<file path="src/rtl/tdw_pkg.sv">
/*
 * package for the descriptor status writeback and retire block:
 * completion codes, descriptor field positions, register offsets,
 * reset values.
 * assumes nothing of its surroundings.
 */
package tdw_pkg;

   // ----------------------------------------------------------------
   // completion codes
   // ----------------------------------------------------------------
   localparam logic [3:0] CC_NOERR    = 4'h0;
   localparam logic [3:0] CC_CRC      = 4'h1;
   localparam logic [3:0] CC_BITSTUFF = 4'h2;
   localparam logic [3:0] CC_TOGGLE   = 4'h3;
   localparam logic [3:0] CC_STALL    = 4'h4;
   localparam logic [3:0] CC_NORESP   = 4'h5;
   localparam logic [3:0] CC_PIDCHK   = 4'h6;
   localparam logic [3:0] CC_UNEXPID  = 4'h7;
   localparam logic [3:0] CC_DOVR     = 4'h8;
   localparam logic [3:0] CC_DUNR     = 4'h9;
   localparam logic [3:0] CC_BOVR     = 4'hC;
   localparam logic [3:0] CC_BUNR     = 4'hD;
   localparam logic [3:0] CC_NOTACC   = 4'hE;

   // ----------------------------------------------------------------
   // status word fields
   // ----------------------------------------------------------------
   localparam int CC_HI  = 31;
   localparam int CC_LO  = 28;
   localparam int EC_HI  = 27;
   localparam int EC_LO  = 26;
   localparam int TG_HI  = 25;
   localparam int TG_LO  = 24;
   localparam int DI_HI  = 23;
   localparam int DI_LO  = 21;
   localparam int DIR_HI = 20;
   localparam int DIR_LO = 19;
   localparam int PG_LO  = 12;      // page base starts here
   localparam int PSW_SZ = 12;      // size bits in a packet status half

   localparam logic [1:0] EC_LIMIT = 2'h2;
   localparam logic [2:0] DQ_IDLE  = 3'h7;
   localparam logic [2:0] DQ_ZERO  = 3'h0;

   // ----------------------------------------------------------------
   // register offsets (word addresses)
   // ----------------------------------------------------------------
   localparam logic [3:0] A_DW0     = 4'h0;
   localparam logic [3:0] A_DW1     = 4'h1;
   localparam logic [3:0] A_DW2     = 4'h2;
   localparam logic [3:0] A_DW3     = 4'h3;
   localparam logic [3:0] A_OFS0    = 4'h4;
   localparam logic [3:0] A_DONE    = 4'h5;
   localparam logic [3:0] A_ED_HEAD = 4'h6;
   localparam logic [3:0] A_CTRL    = 4'h7;
   localparam logic [3:0] A_STAT    = 4'h8;
   localparam logic [3:0] A_TDADDR  = 4'h9;
   localparam logic [3:0] A_HCCA    = 4'hA;

   // ctrl bits: 0 operational, 1 isochronous, 2 soft reset
   localparam int CT_OPER = 0;
   localparam int CT_ISO  = 1;
   localparam int CT_SRST = 2;
   // stat bits: 0 writeback done head (write 1 to clear)
   localparam int ST_WDH  = 0;

   // ed head dword: bit0 halt, bit1 toggle carry
   localparam int ED_H = 0;
   localparam int ED_C = 1;

   localparam logic [31:0] ZERO32 = 32'h0000_0000;

endpackage

</file>
<file path="src/rtl/tdw_ev_if.sv">
/*
 * interface carrying one transaction outcome from the top to the
 * status computing module, and the new field values back.
 * assumes both ends run on core_clk.
 */
`timescale 1ns/1ps
`default_nettype none

interface tdw_ev_if;
   logic [31:0] dw0;
   logic [31:0] dw1;
   logic [31:0] dw3;
   logic [31:0] ofs0;
   logic        iso;
   logic        late;
   logic        last_pkt;
   logic        odd_r;
   logic        crossed;
   logic [3:0]  sie_cc;
   logic [11:0] bytes;
   logic        is_in;
   logic        ed_tog;     // toggle carry held in the endpoint head
   logic [31:0] dw0_new;
   logic [31:0] dw1_new;
   logic [31:0] ofs0_new;
   logic        retire;
   logic        fail;
   logic        nak;

   modport top  (output dw0, dw1, dw3, ofs0, iso, late, last_pkt, odd_r,
                 crossed, sie_cc, bytes, is_in, ed_tog,
                 input dw0_new, dw1_new, ofs0_new, retire, fail, nak);
   modport calc (input dw0, dw1, dw3, ofs0, iso, late, last_pkt, odd_r,
                 crossed, sie_cc, bytes, is_in, ed_tog,
                 output dw0_new, dw1_new, ofs0_new, retire, fail, nak);
endinterface

`default_nettype wire

</file>
<file path="src/rtl/tdw_top.sv">
/*
 * transfer descriptor status writeback and retirement.
 * holds the descriptor registers, updates them after each non-NAK
 * transaction, retires to the done queue and runs the done queue
 * writeback.  assumes the engine's outcome and frame_end are
 * synchronous to core_clk; descriptor fetch and memory writes are
 * done by logic outside that loads and reads these registers.
 */
// What this block does
// - toggle control upper bit set means toggle from endpoint, else bit 0
// - on NoError, DataUnderrun or DataOverrun set upper bit and write the inverted selected toggle to lower; else leave field
// - pointer updates only on NoError, DataUnderrun or DataOverrun
// - non-final packet adds bytes; page crossing takes buffer end page
// - final packet with NoError writes zero to the pointer
// - error count up on transmission errors, zero on NoError, else kept
// - transmission error at count two retires with that code
// - store engine code; DataUnderrun with rounding stored as NoError
// - NAK leaves the general descriptor untouched, no writeback
// - isochronous status word: code plus zero for OUT or IN byte count
// - isochronous code is NoError, or DataOverrun when late
// - codes 0000 to 0111: NoError through unexpected PID
// - overrun, underrun and buffer codes; software presets 111x
// - retire when done, count three, late, or fatal code
// - dequeue copies the next link into the endpoint head pointer
// - enqueue writes done head to next link, then done head gets address
// - retire loads a smaller delay; error clears counter; 111b leaves it
// - retire updates endpoint pointer, toggle carry, halt on non-isochronous failure only
// - counter is 3 bits, set to 111b on resets and entering operation
// - decrement at frame boundary when neither 111b nor 0
// - counter 0 and flag clear: write done head, set flag, clear, reload
// - status word bit fields for code, count, toggle, delay, direction
`timescale 1ns/1ps
`default_nettype none

module tdw_top
   import tdw_pkg::*;
(
   // clock and reset
   input  wire logic        core_clk,
   input  wire logic        rstn,
   // register port
   input  wire logic [3:0]  reg_addr,
   input  wire logic [31:0] reg_wdata,
   input  wire logic        reg_wr,
   input  wire logic        reg_rd,
   output logic      [31:0] reg_rdata,
   // serial engine outcome
   input  wire logic        xact_done,
   input  wire logic [3:0]  xact_cc,
   input  wire logic [11:0] xact_bytes,
   input  wire logic        xact_in,
   input  wire logic        xact_last,
   input  wire logic        xact_cross,
   input  wire logic        xact_late,
   input  wire logic        xact_odd,
   // frame timing
   input  wire logic        frame_end,
   // outputs
   output logic             td_writeback,
   output logic             td_retired,
   output logic             hcca_write,
   output logic      [31:0] hcca_head,
   output logic             done_irq
);

   // ----------------------------------------------------------------
   // descriptor and queue state
   // ----------------------------------------------------------------
   logic [31:0] dw0_reg;
   logic [31:0] dw1_reg;
   logic [31:0] dw2_reg;
   logic [31:0] dw3_reg;
   logic [31:0] ofs0_reg;
   logic [31:0] done_reg;
   logic [31:0] ed_head_reg;
   logic [31:0] td_addr_reg;
   logic [2:0]  ctrl_reg;
   logic        wdh_reg;
   logic        oper_d_reg;
   logic [2:0]  cnt;
   logic        wb_now;
   logic        wdh_clr;
   logic        retire_now;

   tdw_ev_if ev ();

   assign ev.dw0      = dw0_reg;
   assign ev.dw1      = dw1_reg;
   assign ev.dw3      = dw3_reg;
   assign ev.ofs0     = ofs0_reg;
   assign ev.iso      = ctrl_reg[CT_ISO];
   assign ev.late     = xact_late;
   assign ev.last_pkt = xact_last;
   assign ev.odd_r    = xact_odd;
   assign ev.crossed  = xact_cross;
   assign ev.sie_cc   = xact_cc;
   assign ev.bytes    = xact_bytes;
   assign ev.is_in    = xact_in;
   assign ev.ed_tog   = ed_head_reg[ED_C];

   tdw_status_calc u_calc (
      .ev (ev.calc)
   );

   // ----------------------------------------------------------------
   // register port decode
   // ----------------------------------------------------------------
   function automatic logic wr_hit(input logic [3:0] a, input logic [3:0] o,
                                   input logic w);
      return w && (a == o);
   endfunction

   assign retire_now = xact_done && !ev.nak && ev.retire;
   // writeback only while operational; flag blocks a second one
   assign wb_now  = ctrl_reg[CT_OPER] && frame_end && cnt == DQ_ZERO &&
                    !wdh_reg;
   assign wdh_clr = wr_hit(reg_addr, A_STAT, reg_wr) && reg_wdata[ST_WDH];

   // status word; engine writeback wins over software load
   always_ff @(posedge core_clk or negedge rstn) begin
      if (!rstn)
         dw0_reg <= ZERO32;
      else if (xact_done && !ev.nak)
         dw0_reg <= ev.dw0_new;
      else if (wr_hit(reg_addr, A_DW0, reg_wr))
         dw0_reg <= reg_wdata;
   end

   // current buffer pointer
   always_ff @(posedge core_clk or negedge rstn) begin
      if (!rstn)
         dw1_reg <= ZERO32;
      else if (xact_done && !ev.nak && !ctrl_reg[CT_ISO])
         dw1_reg <= ev.dw1_new;
      else if (wr_hit(reg_addr, A_DW1, reg_wr))
         dw1_reg <= reg_wdata;
   end

   // next link; takes the done head on retirement
   always_ff @(posedge core_clk or negedge rstn) begin
      if (!rstn)
         dw2_reg <= ZERO32;
      else if (retire_now)
         dw2_reg <= done_reg;
      else if (wr_hit(reg_addr, A_DW2, reg_wr))
         dw2_reg <= reg_wdata;
   end

   // buffer end, loaded by software only
   always_ff @(posedge core_clk or negedge rstn) begin
      if (!rstn)
         dw3_reg <= ZERO32;
      else if (wr_hit(reg_addr, A_DW3, reg_wr))
         dw3_reg <= reg_wdata;
   end

   // isochronous offset pair
   always_ff @(posedge core_clk or negedge rstn) begin
      if (!rstn)
         ofs0_reg <= ZERO32;
      else if (xact_done && ctrl_reg[CT_ISO])
         ofs0_reg <= ev.ofs0_new;
      else if (wr_hit(reg_addr, A_OFS0, reg_wr))
         ofs0_reg <= reg_wdata;
   end

   // address of the descriptor being serviced
   always_ff @(posedge core_clk or negedge rstn) begin
      if (!rstn)
         td_addr_reg <= ZERO32;
      else if (wr_hit(reg_addr, A_TDADDR, reg_wr))
         td_addr_reg <= reg_wdata;
   end

   // done head; a same-cycle retire follows the writeback
   always_ff @(posedge core_clk or negedge rstn) begin
      if (!rstn)
         done_reg <= ZERO32;
      else if (ctrl_reg[CT_SRST])
         done_reg <= ZERO32;
      else if (retire_now)
         done_reg <= td_addr_reg;
      else if (wb_now)
         done_reg <= ZERO32;
   end

   // endpoint head pointer with halt and toggle carry
   always_ff @(posedge core_clk or negedge rstn) begin
      if (!rstn)
         ed_head_reg <= ZERO32;
      else if (retire_now) begin
         ed_head_reg[31:4]  <= dw2_reg[31:4];
         ed_head_reg[ED_C]  <= ev.dw0_new[TG_LO];
         ed_head_reg[ED_H]  <= ed_head_reg[ED_H] |
                               (ev.fail && !ctrl_reg[CT_ISO]);
      end else if (wr_hit(reg_addr, A_ED_HEAD, reg_wr))
         ed_head_reg <= reg_wdata;
   end

   // control; soft reset bit self clears
   always_ff @(posedge core_clk or negedge rstn) begin
      if (!rstn)
         ctrl_reg <= 3'h0;
      else if (wr_hit(reg_addr, A_CTRL, reg_wr))
         ctrl_reg <= reg_wdata[2:0];
      else
         ctrl_reg[CT_SRST] <= 1'b0;
   end

   // operational edge detect for the counter reload
   always_ff @(posedge core_clk or negedge rstn) begin
      if (!rstn)
         oper_d_reg <= 1'b0;
      else
         oper_d_reg <= ctrl_reg[CT_OPER];
   end

   // writeback flag; setting wins over a clear in the same cycle
   always_ff @(posedge core_clk or negedge rstn) begin
      if (!rstn)
         wdh_reg <= 1'b0;
      else if (wb_now)
         wdh_reg <= 1'b1;
      else if (wdh_clr || ctrl_reg[CT_SRST])
         wdh_reg <= 1'b0;
   end

   tdw_dq_counter u_cnt (
      .core_clk   (core_clk),
      .rstn       (rstn),
      .soft_rst   (ctrl_reg[CT_SRST]),
      .oper       (ctrl_reg[CT_OPER]),
      .oper_enter (ctrl_reg[CT_OPER] && !oper_d_reg),
      .frame_end  (frame_end),
      .wb_done    (wb_now),
      .retire     (retire_now),
      .fail       (ev.fail),
      .delay      (dw0_reg[DI_HI:DI_LO]),
      .cnt_reg    (cnt)
   );

   // ----------------------------------------------------------------
   // event outputs, registered
   // ----------------------------------------------------------------
   always_ff @(posedge core_clk or negedge rstn) begin
      if (!rstn) begin
         td_writeback <= 1'b0;
         td_retired   <= 1'b0;
         hcca_write   <= 1'b0;
         hcca_head    <= ZERO32;
         done_irq     <= 1'b0;
      end else begin
         td_writeback <= xact_done && !ev.nak;
         td_retired   <= retire_now;
         hcca_write   <= wb_now;
         done_irq     <= wb_now;
         if (wb_now)
            hcca_head <= done_reg;
      end
   end

   // ----------------------------------------------------------------
   // register read, one cycle after the strobe
   // ----------------------------------------------------------------
   always_ff @(posedge core_clk or negedge rstn) begin
      if (!rstn)
         reg_rdata <= ZERO32;
      else if (reg_rd) begin
         case (reg_addr)
            A_DW0:     reg_rdata <= dw0_reg;
            A_DW1:     reg_rdata <= dw1_reg;
            A_DW2:     reg_rdata <= dw2_reg;
            A_DW3:     reg_rdata <= dw3_reg;
            A_OFS0:    reg_rdata <= ofs0_reg;
            A_DONE:    reg_rdata <= done_reg;
            A_ED_HEAD: reg_rdata <= ed_head_reg;
            A_CTRL:    reg_rdata <= {29'h0, ctrl_reg};
            A_STAT:    reg_rdata <= {25'h0, cnt, 3'h0, wdh_reg};
            A_TDADDR:  reg_rdata <= td_addr_reg;
            A_HCCA:    reg_rdata <= hcca_head;
            default:   reg_rdata <= ZERO32;   // unmapped reads zero
         endcase
      end else
         reg_rdata <= ZERO32;
   end

endmodule

`default_nettype wire

</file>
<file path="src/rtl/tdw_status_calc.sv">
/*
 * combinational writeback values for one transaction outcome.
 * assumes inputs are stable in the cycle the top samples them.
 */
`timescale 1ns/1ps
`default_nettype none

module tdw_status_calc
   import tdw_pkg::*;
(
   // outcome in, new values out
   tdw_ev_if.calc ev
);

   // reserved code 1010 is used by the engine to signal a nak
   localparam logic [3:0] CC_NAK_MARK = 4'hA;

   // transmission errors count toward retirement
   function automatic logic is_xerr(input logic [3:0] c);
      return (c == CC_CRC) || (c == CC_BITSTUFF) || (c == CC_TOGGLE) ||
             (c == CC_NORESP) || (c == CC_PIDCHK);
   endfunction

   function automatic logic is_fatal(input logic [3:0] c);
      return (c == CC_STALL) || (c == CC_DOVR) || (c == CC_DUNR) ||
             (c == CC_UNEXPID);
   endfunction

   logic [3:0]  cc;
   logic [1:0]  ec;
   logic [1:0]  tg;
   logic [31:0] sum;
   logic [15:0] psw;
   logic        round;

   // general and isochronous status computation
   always_comb begin
      round       = ev.dw0[PG_LO+6];   // buffer rounding flag, bit 18
      cc          = ev.sie_cc;
      ec          = ev.dw0[EC_HI:EC_LO];
      tg          = ev.dw0[TG_HI:TG_LO];
      sum         = ev.dw1 + {20'h00000, ev.bytes};
      psw         = 16'h0000;
      ev.nak      = 1'b0;
      ev.dw0_new  = ev.dw0;
      ev.dw1_new  = ev.dw1;
      ev.ofs0_new = ev.ofs0;
      ev.retire   = 1'b0;
      ev.fail     = 1'b0;
      if (ev.iso) begin
         // late descriptor records overrun, else no error
         cc = ev.late ? CC_DOVR : CC_NOERR;
         psw = {cc, (ev.is_in ? ev.bytes : 12'h000)};
         if (!ev.late) begin
            if (ev.odd_r)
               ev.ofs0_new[31:16] = psw;
            else
               ev.ofs0_new[15:0] = psw;
         end
         ev.dw0_new[CC_HI:CC_LO] = cc;
         ev.retire = ev.late || ev.last_pkt;
         ev.fail   = ev.late;
      end else if (ev.sie_cc == CC_NAK_MARK) begin
         ev.nak = 1'b1;
      end else begin
         if (cc == CC_DUNR && round)
            cc = CC_NOERR;
         if (cc == CC_NOERR)
            ec = 2'h0;
         else if (is_xerr(cc))
            ec = ec + 2'h1;
         if (cc == CC_NOERR || cc == CC_DUNR || cc == CC_DOVR)
            tg = {1'b1, ~(tg[1] ? ev.ed_tog : tg[0])};
         // pointer only advances when the packet can't be retried
         if (cc == CC_NOERR || cc == CC_DUNR || cc == CC_DOVR) begin
            if (ev.last_pkt && cc == CC_NOERR)
               ev.dw1_new = ZERO32;
            else if (ev.crossed)
               ev.dw1_new = {ev.dw3[31:PG_LO], sum[PG_LO-1:0]};
            else
               ev.dw1_new = sum;
         end
         ev.dw0_new[CC_HI:CC_LO] = cc;
         ev.dw0_new[EC_HI:EC_LO] = ec;
         ev.dw0_new[TG_HI:TG_LO] = tg;
         ev.fail   = (is_xerr(cc) && ev.dw0[EC_HI:EC_LO] == EC_LIMIT) ||
                     is_fatal(cc);
         ev.retire = ev.fail || (ev.last_pkt && cc == CC_NOERR);
      end
   end

endmodule

`default_nettype wire

</file>
<file path="src/rtl/tdw_dq_counter.sv">
/*
 * done queue interrupt counter.
 * assumes frame_end is a one-cycle pulse on the last bit time.
 */
`timescale 1ns/1ps
`default_nettype none

module tdw_dq_counter
   import tdw_pkg::*;
(
   // clock and reset
   input  wire logic       core_clk,
   input  wire logic       rstn,
   // control
   input  wire logic       soft_rst,
   input  wire logic       oper,
   input  wire logic       oper_enter,
   input  wire logic       frame_end,
   input  wire logic       wb_done,
   input  wire logic       retire,
   input  wire logic       fail,
   input  wire logic [2:0] delay,
   // state
   output logic      [2:0] cnt_reg
);

   logic [2:0] cnt_next;

   // next counter value; writeback reload beats decrement
   always_comb begin
      cnt_next = cnt_reg;
      if (oper && frame_end && cnt_reg != DQ_IDLE && cnt_reg != DQ_ZERO)
         cnt_next = cnt_reg - 3'h1;
      if (retire) begin
         if (fail)
            cnt_next = DQ_ZERO;
         else if (delay != DQ_IDLE && delay < cnt_next)
            cnt_next = delay;
      end
      if (wb_done)
         cnt_next = DQ_IDLE;
      if (soft_rst || oper_enter)
         cnt_next = DQ_IDLE;
   end

   // counter register
   always_ff @(posedge core_clk or negedge rstn) begin
      if (!rstn)
         cnt_reg <= DQ_IDLE;
      else
         cnt_reg <= cnt_next;
   end

endmodule

`default_nettype wire

</file>
<file path="config.mk">
export PLATFORM = sky130hd
export DESIGN_NAME = tdw_top
export DESIGN_NICKNAME = d
export VERILOG_FILES = /design/src/rtl/tdw_pkg.sv /design/src/rtl/tdw_ev_if.sv /design/src/rtl/tdw_top.sv /design/src/rtl/tdw_status_calc.sv /design/src/rtl/tdw_dq_counter.sv
export SDC_FILE = /design/constraint.sdc
export NUM_CORES = 1
export LEC_CHECK = 0
export BUFFER_PORTS_ARGS = -buffer_cell sky130_fd_sc_hd__buf_2
export CORE_AREA = 2 2 264 214
export CTS_BUF_LIST = sky130_fd_sc_hd__clkbuf_4 sky130_fd_sc_hd__clkbuf_8
export DETAILED_ROUTE_END_ITERATION = 12
export DIE_AREA = 0 0 266 216
export PLACE_DENSITY_LB_ADDON = 0.08
export SETUP_SLACK_MARGIN = 0.4
export SLEW_MARGIN = 0
export SYNTH_ARGS = -nofsm -noshare
export SYNTH_HDL_FRONTEND = slang
export SYNTH_SLANG_ARGS = --single-unit
</file>
<file path="constraint.sdc">
create_clock -name core_clk -period 5.51 [get_ports core_clk]
set_clock_uncertainty 0.15 [all_clocks]
set_input_delay 1.102 -clock core_clk [delete_from_list [all_inputs] [get_ports core_clk]]
set_output_delay 1.102 -clock core_clk [all_outputs]
set_load 0.1 [all_outputs]
</file>
==> results.py <==
metrics = {
    "setup_path": {
        "crit_arrival_ns": 4.14,
        "r2r_end": "done_reg[17]",
        "worstPathMaxFanout": 82,
        "reg2reg_slack_ns": 1.80,
        "path_cells": "inv_1 -> ha_1 -> a21o_1 -> a221oi_2 -> nand2_2 -> o311ai_4 -> inv_4 -> nor3_4 -> buf_4 -> a22o_1",
        "timing.rr.start": "dw0_reg[26]",
        "start_kind": "flip-flop",
        "critPathKind": "flip-flop to flip-flop",
        "end_kind": "flip-flop",
        "reg2regPathDepth": 10,
        "cp_slowest_stage_delay_ns": 0.57,
        "crit_path_top_delay_cell": "buf_4",
        "cp.required_ns": 5.95,
    },
    "sta": {
        "hold_viol": 0,
        "drv_slew": 0,
        "max_freq_mhz": 270,
        "rsz0062_at_grt": "false",
        "max_slew.worst_pin.slew_ns": 1.18,
        "tns_ns": 0,
        "period_share_pct": 67.2,
        "finalSetupViolCount": 0,
        "setup_slack_ns": 1.80,
        "period_minus_slack_ns": 3.71,
        "slew-limit-headroom_pct": 20.7,
    },
    "synthesis": {
        "synthMostInstantiatedCell": "dfrtp_1",
        "synth_compound_area_share_pct": 21.0,
        "yosys.area_share.simple_pct": 9.81,
        "syn_inst": 1502,
        "async_reset_ff_share_pct": 100,
        "mappedNetlistNets": 1584,
        "yosysTopAreaCellShare_pct": 50.5,
        "synth_xor_area_share_pct": 0.969,
        "synthTopCellsByArea": "dfrtp_1 50%, mux2_2 8.1%, mux2i_1 4.2%",
        "yosys_warnings": 0,
        "synthMuxAreaShare_pct": 12.3,
        "synth_cell_types": 77,
        "synth_fa_ha_area_share_pct": 1.51,
        "synth_top_area_cell": "dfrtp_1",
        "syn_area_per_cell_sq_um": 10.8,
        "ys_ff_latch": 331,
        "synthesis.area_sq_um": 16300,
        "yosys-top-cells-count": "328 x dfrtp_1, 156 x nand2_1, 126 x o21ai_0, 117 x mux2_2, 88 x clkbuf_1",
        "seq_area_frac_synth_pct": 50.9,
        "synth-edff-count": 0,
        "synth_top_family_by_area": "compound AO/OA/AOI/OAI gates",
        "synth-main-ff-cell": "dfrtp_1",
    },
    "floorplan": {
        "initial_core_util_pct": 29.7,
        "placeableCoreArea_sq_um": 54700,
        "ios": 131,
        "fp.dieW_um": 266,
        "fp-row-count": 77,
        "die-area_sq_um": 57500,
        "die_h_um": 216,
    },
    "global_routing": {
        "grt_pass1_vias": 13600,
        "grt_pass1_wl_um": 95000,
        "grt.total_usage_pct": 22.4,
        "grt_overflow_total": 0,
        "grt_start_max_net_pins": 83,
        "antenna_found_initial": 1,
    },
    "route": {
        "route.detailed.drc": 0,
        "vias": 13400,
        "antenna_left": 0,
        "vias_per_cell": 5.65,
        "first_pass_iters": 6,
        "wl_um": 64100,
        "first_iter_violations": 1280,
        "wl_per_cell_um": 27.0,
    },
    "cts": {
        "cts_root_buf": "clkbuf_8",
        "clock_latency_ns": 0.66,
        "path_clk_slew_ns": 0.06,
        "htreeDepth": 2,
        "cts.sinks": 331,
        "cts_made_buffers": 60,
        "cts_resized": 0,
        "ctsHoldBuffers": 0,
        "cts_tree": "yes",
        "clockBufferDepth": 3,
        "post-cts-setup-buffers": 0,
    },
    "placed_design": {
        "dp.cells": 2272,
        "place_hpwl_um": 41100,
        "globalplace.congestion": 0.835,
        "port_buffers": 130,
        "dp_slack_ns": 1.33,
    },
    "final_layout": {
        "fin_cells": 2379,
        "area_delta_synth_final_pct": 17.2,
        "layout-drive-gt1-share_pct": 25.6,
        "nNetsFinal": 1705,
    },
    "pwr": {
        "power_density_nw_per_um2": 451,
        "vdd_drop_max_v": 0.000163,
        "p_leak_nw": 8.73,
    },
    "job": {
        "maxCapViolations": 0,
    },
    "run_status": {
        "outcome": "complete, no violations",
    },
    "min_path": {
        "holdCritPathClass": "input port to asynchronous set/reset pin",
    },
}
==> cell type report <==
| type | count | area (sq um) |
|---|---|---|
| Fill cell | 5543 | 35700 |
| Sequential cell | 331 | 8290 |
| Multi-Input combinational cell | 1039 | 7530 |
| Clock buffer | 103 | 1270 |
| Timing Repair Buffer | 169 | 966 |
| Tap cell | 711 | 890 |
| Inverter | 22 | 85.1 |
| Clock inverter | 2 | 35.0 |
| Antenna cell | 2 | 5.00 |
==> worst max-delay path by stage <==
stage,endpoint,from,slack (ns),cells after the start
after floorplan,ed_head_reg[2],xact_cc[0],2.28,9
after global routing,done_reg[17],dw0_reg[26],1.60,10
after global placement,done_reg[14],xact_cc[2],1.40,9
final,done_reg[17],dw0_reg[26],1.80,10
after detailed placement,done_reg[17],xact_cc[0],1.33,9
after CTS,done_reg[17],dw0_reg[26],1.83,10
==> per-stage QoR <==
step	hold slack, ns	utilization [%]	power, W	cell area (sq um)
finish	0.300	34.8	0.00859	19100
global route	0.311	34.8	0.00910	19100
floorplan	0.289	-	0.00526	16300
global placement	0.305	32.4	0.00602	17800
CTS	0.281	34.8	0.00867	19100
detailed placement	0.310	32.4	0.00607	17800
==> cell families after synthesis <==
logic type,Yosys count
AO/OA/AOI/OAI,480
XOR/XNOR,18
adder cells (fa/ha/maj),19
buffers and inverters,132
flip-flops,331
multiplexers,186
AND/OR/NAND/NOR,336
==> worst max-delay path: cells and delay by family, from the launching register on <==
family                   cells  cell delay (ns)
buffers and inverters        3             1.07
AND/OR/NAND/NOR              2             0.39
flip-flops                   1             0.38
AO/OA/AOI/OAI                4             1.30
adder cells (fa/ha/maj)      1             0.30
==> power breakdown <==
group	switching, W	total (W)	internal, W	leakage, nW
Combinational	0.00145	0.00225	0.000796	3.80
Clock	0.00108	0.00255	0.00147	0.696
Sequential	0.000655	0.00379	0.00314	4.23
==> placed cells by master, fill, tap and decap left out, types with 10 or more instances in the layout <==
master,n
nor3_1,13
nand2_1,152
mux2i_1,69
mux2_2,117
a21o_1,10
a22o_1,64
clkbuf_4,24
a222oi_1,25
buf_2,129
o21ai_0,126
dfrtp_1,328
a21oi_1,37
a31oi_1,32
inv_1,21
a22oi_1,74
a221oi_1,44
and3_1,19
nand2b_1,12
nand3_1,28
ha_1,18
nor2_1,48
clkbuf_8,79
buf_4,38
==> per-layer routing <==
metal | track usage [%] | routed length (um) | vias to the layer above
li1 | - | - | 5964
met1 | 33.8 | 31100 | 6919
met2 | 31.6 | 26700 | 466
met3 | 4.90 | 4860 | 89
met4 | 7.12 | 1540 | 0
met5 | 0 | 0 | -
Note: power is estimated with default switching activity, not from simulation.
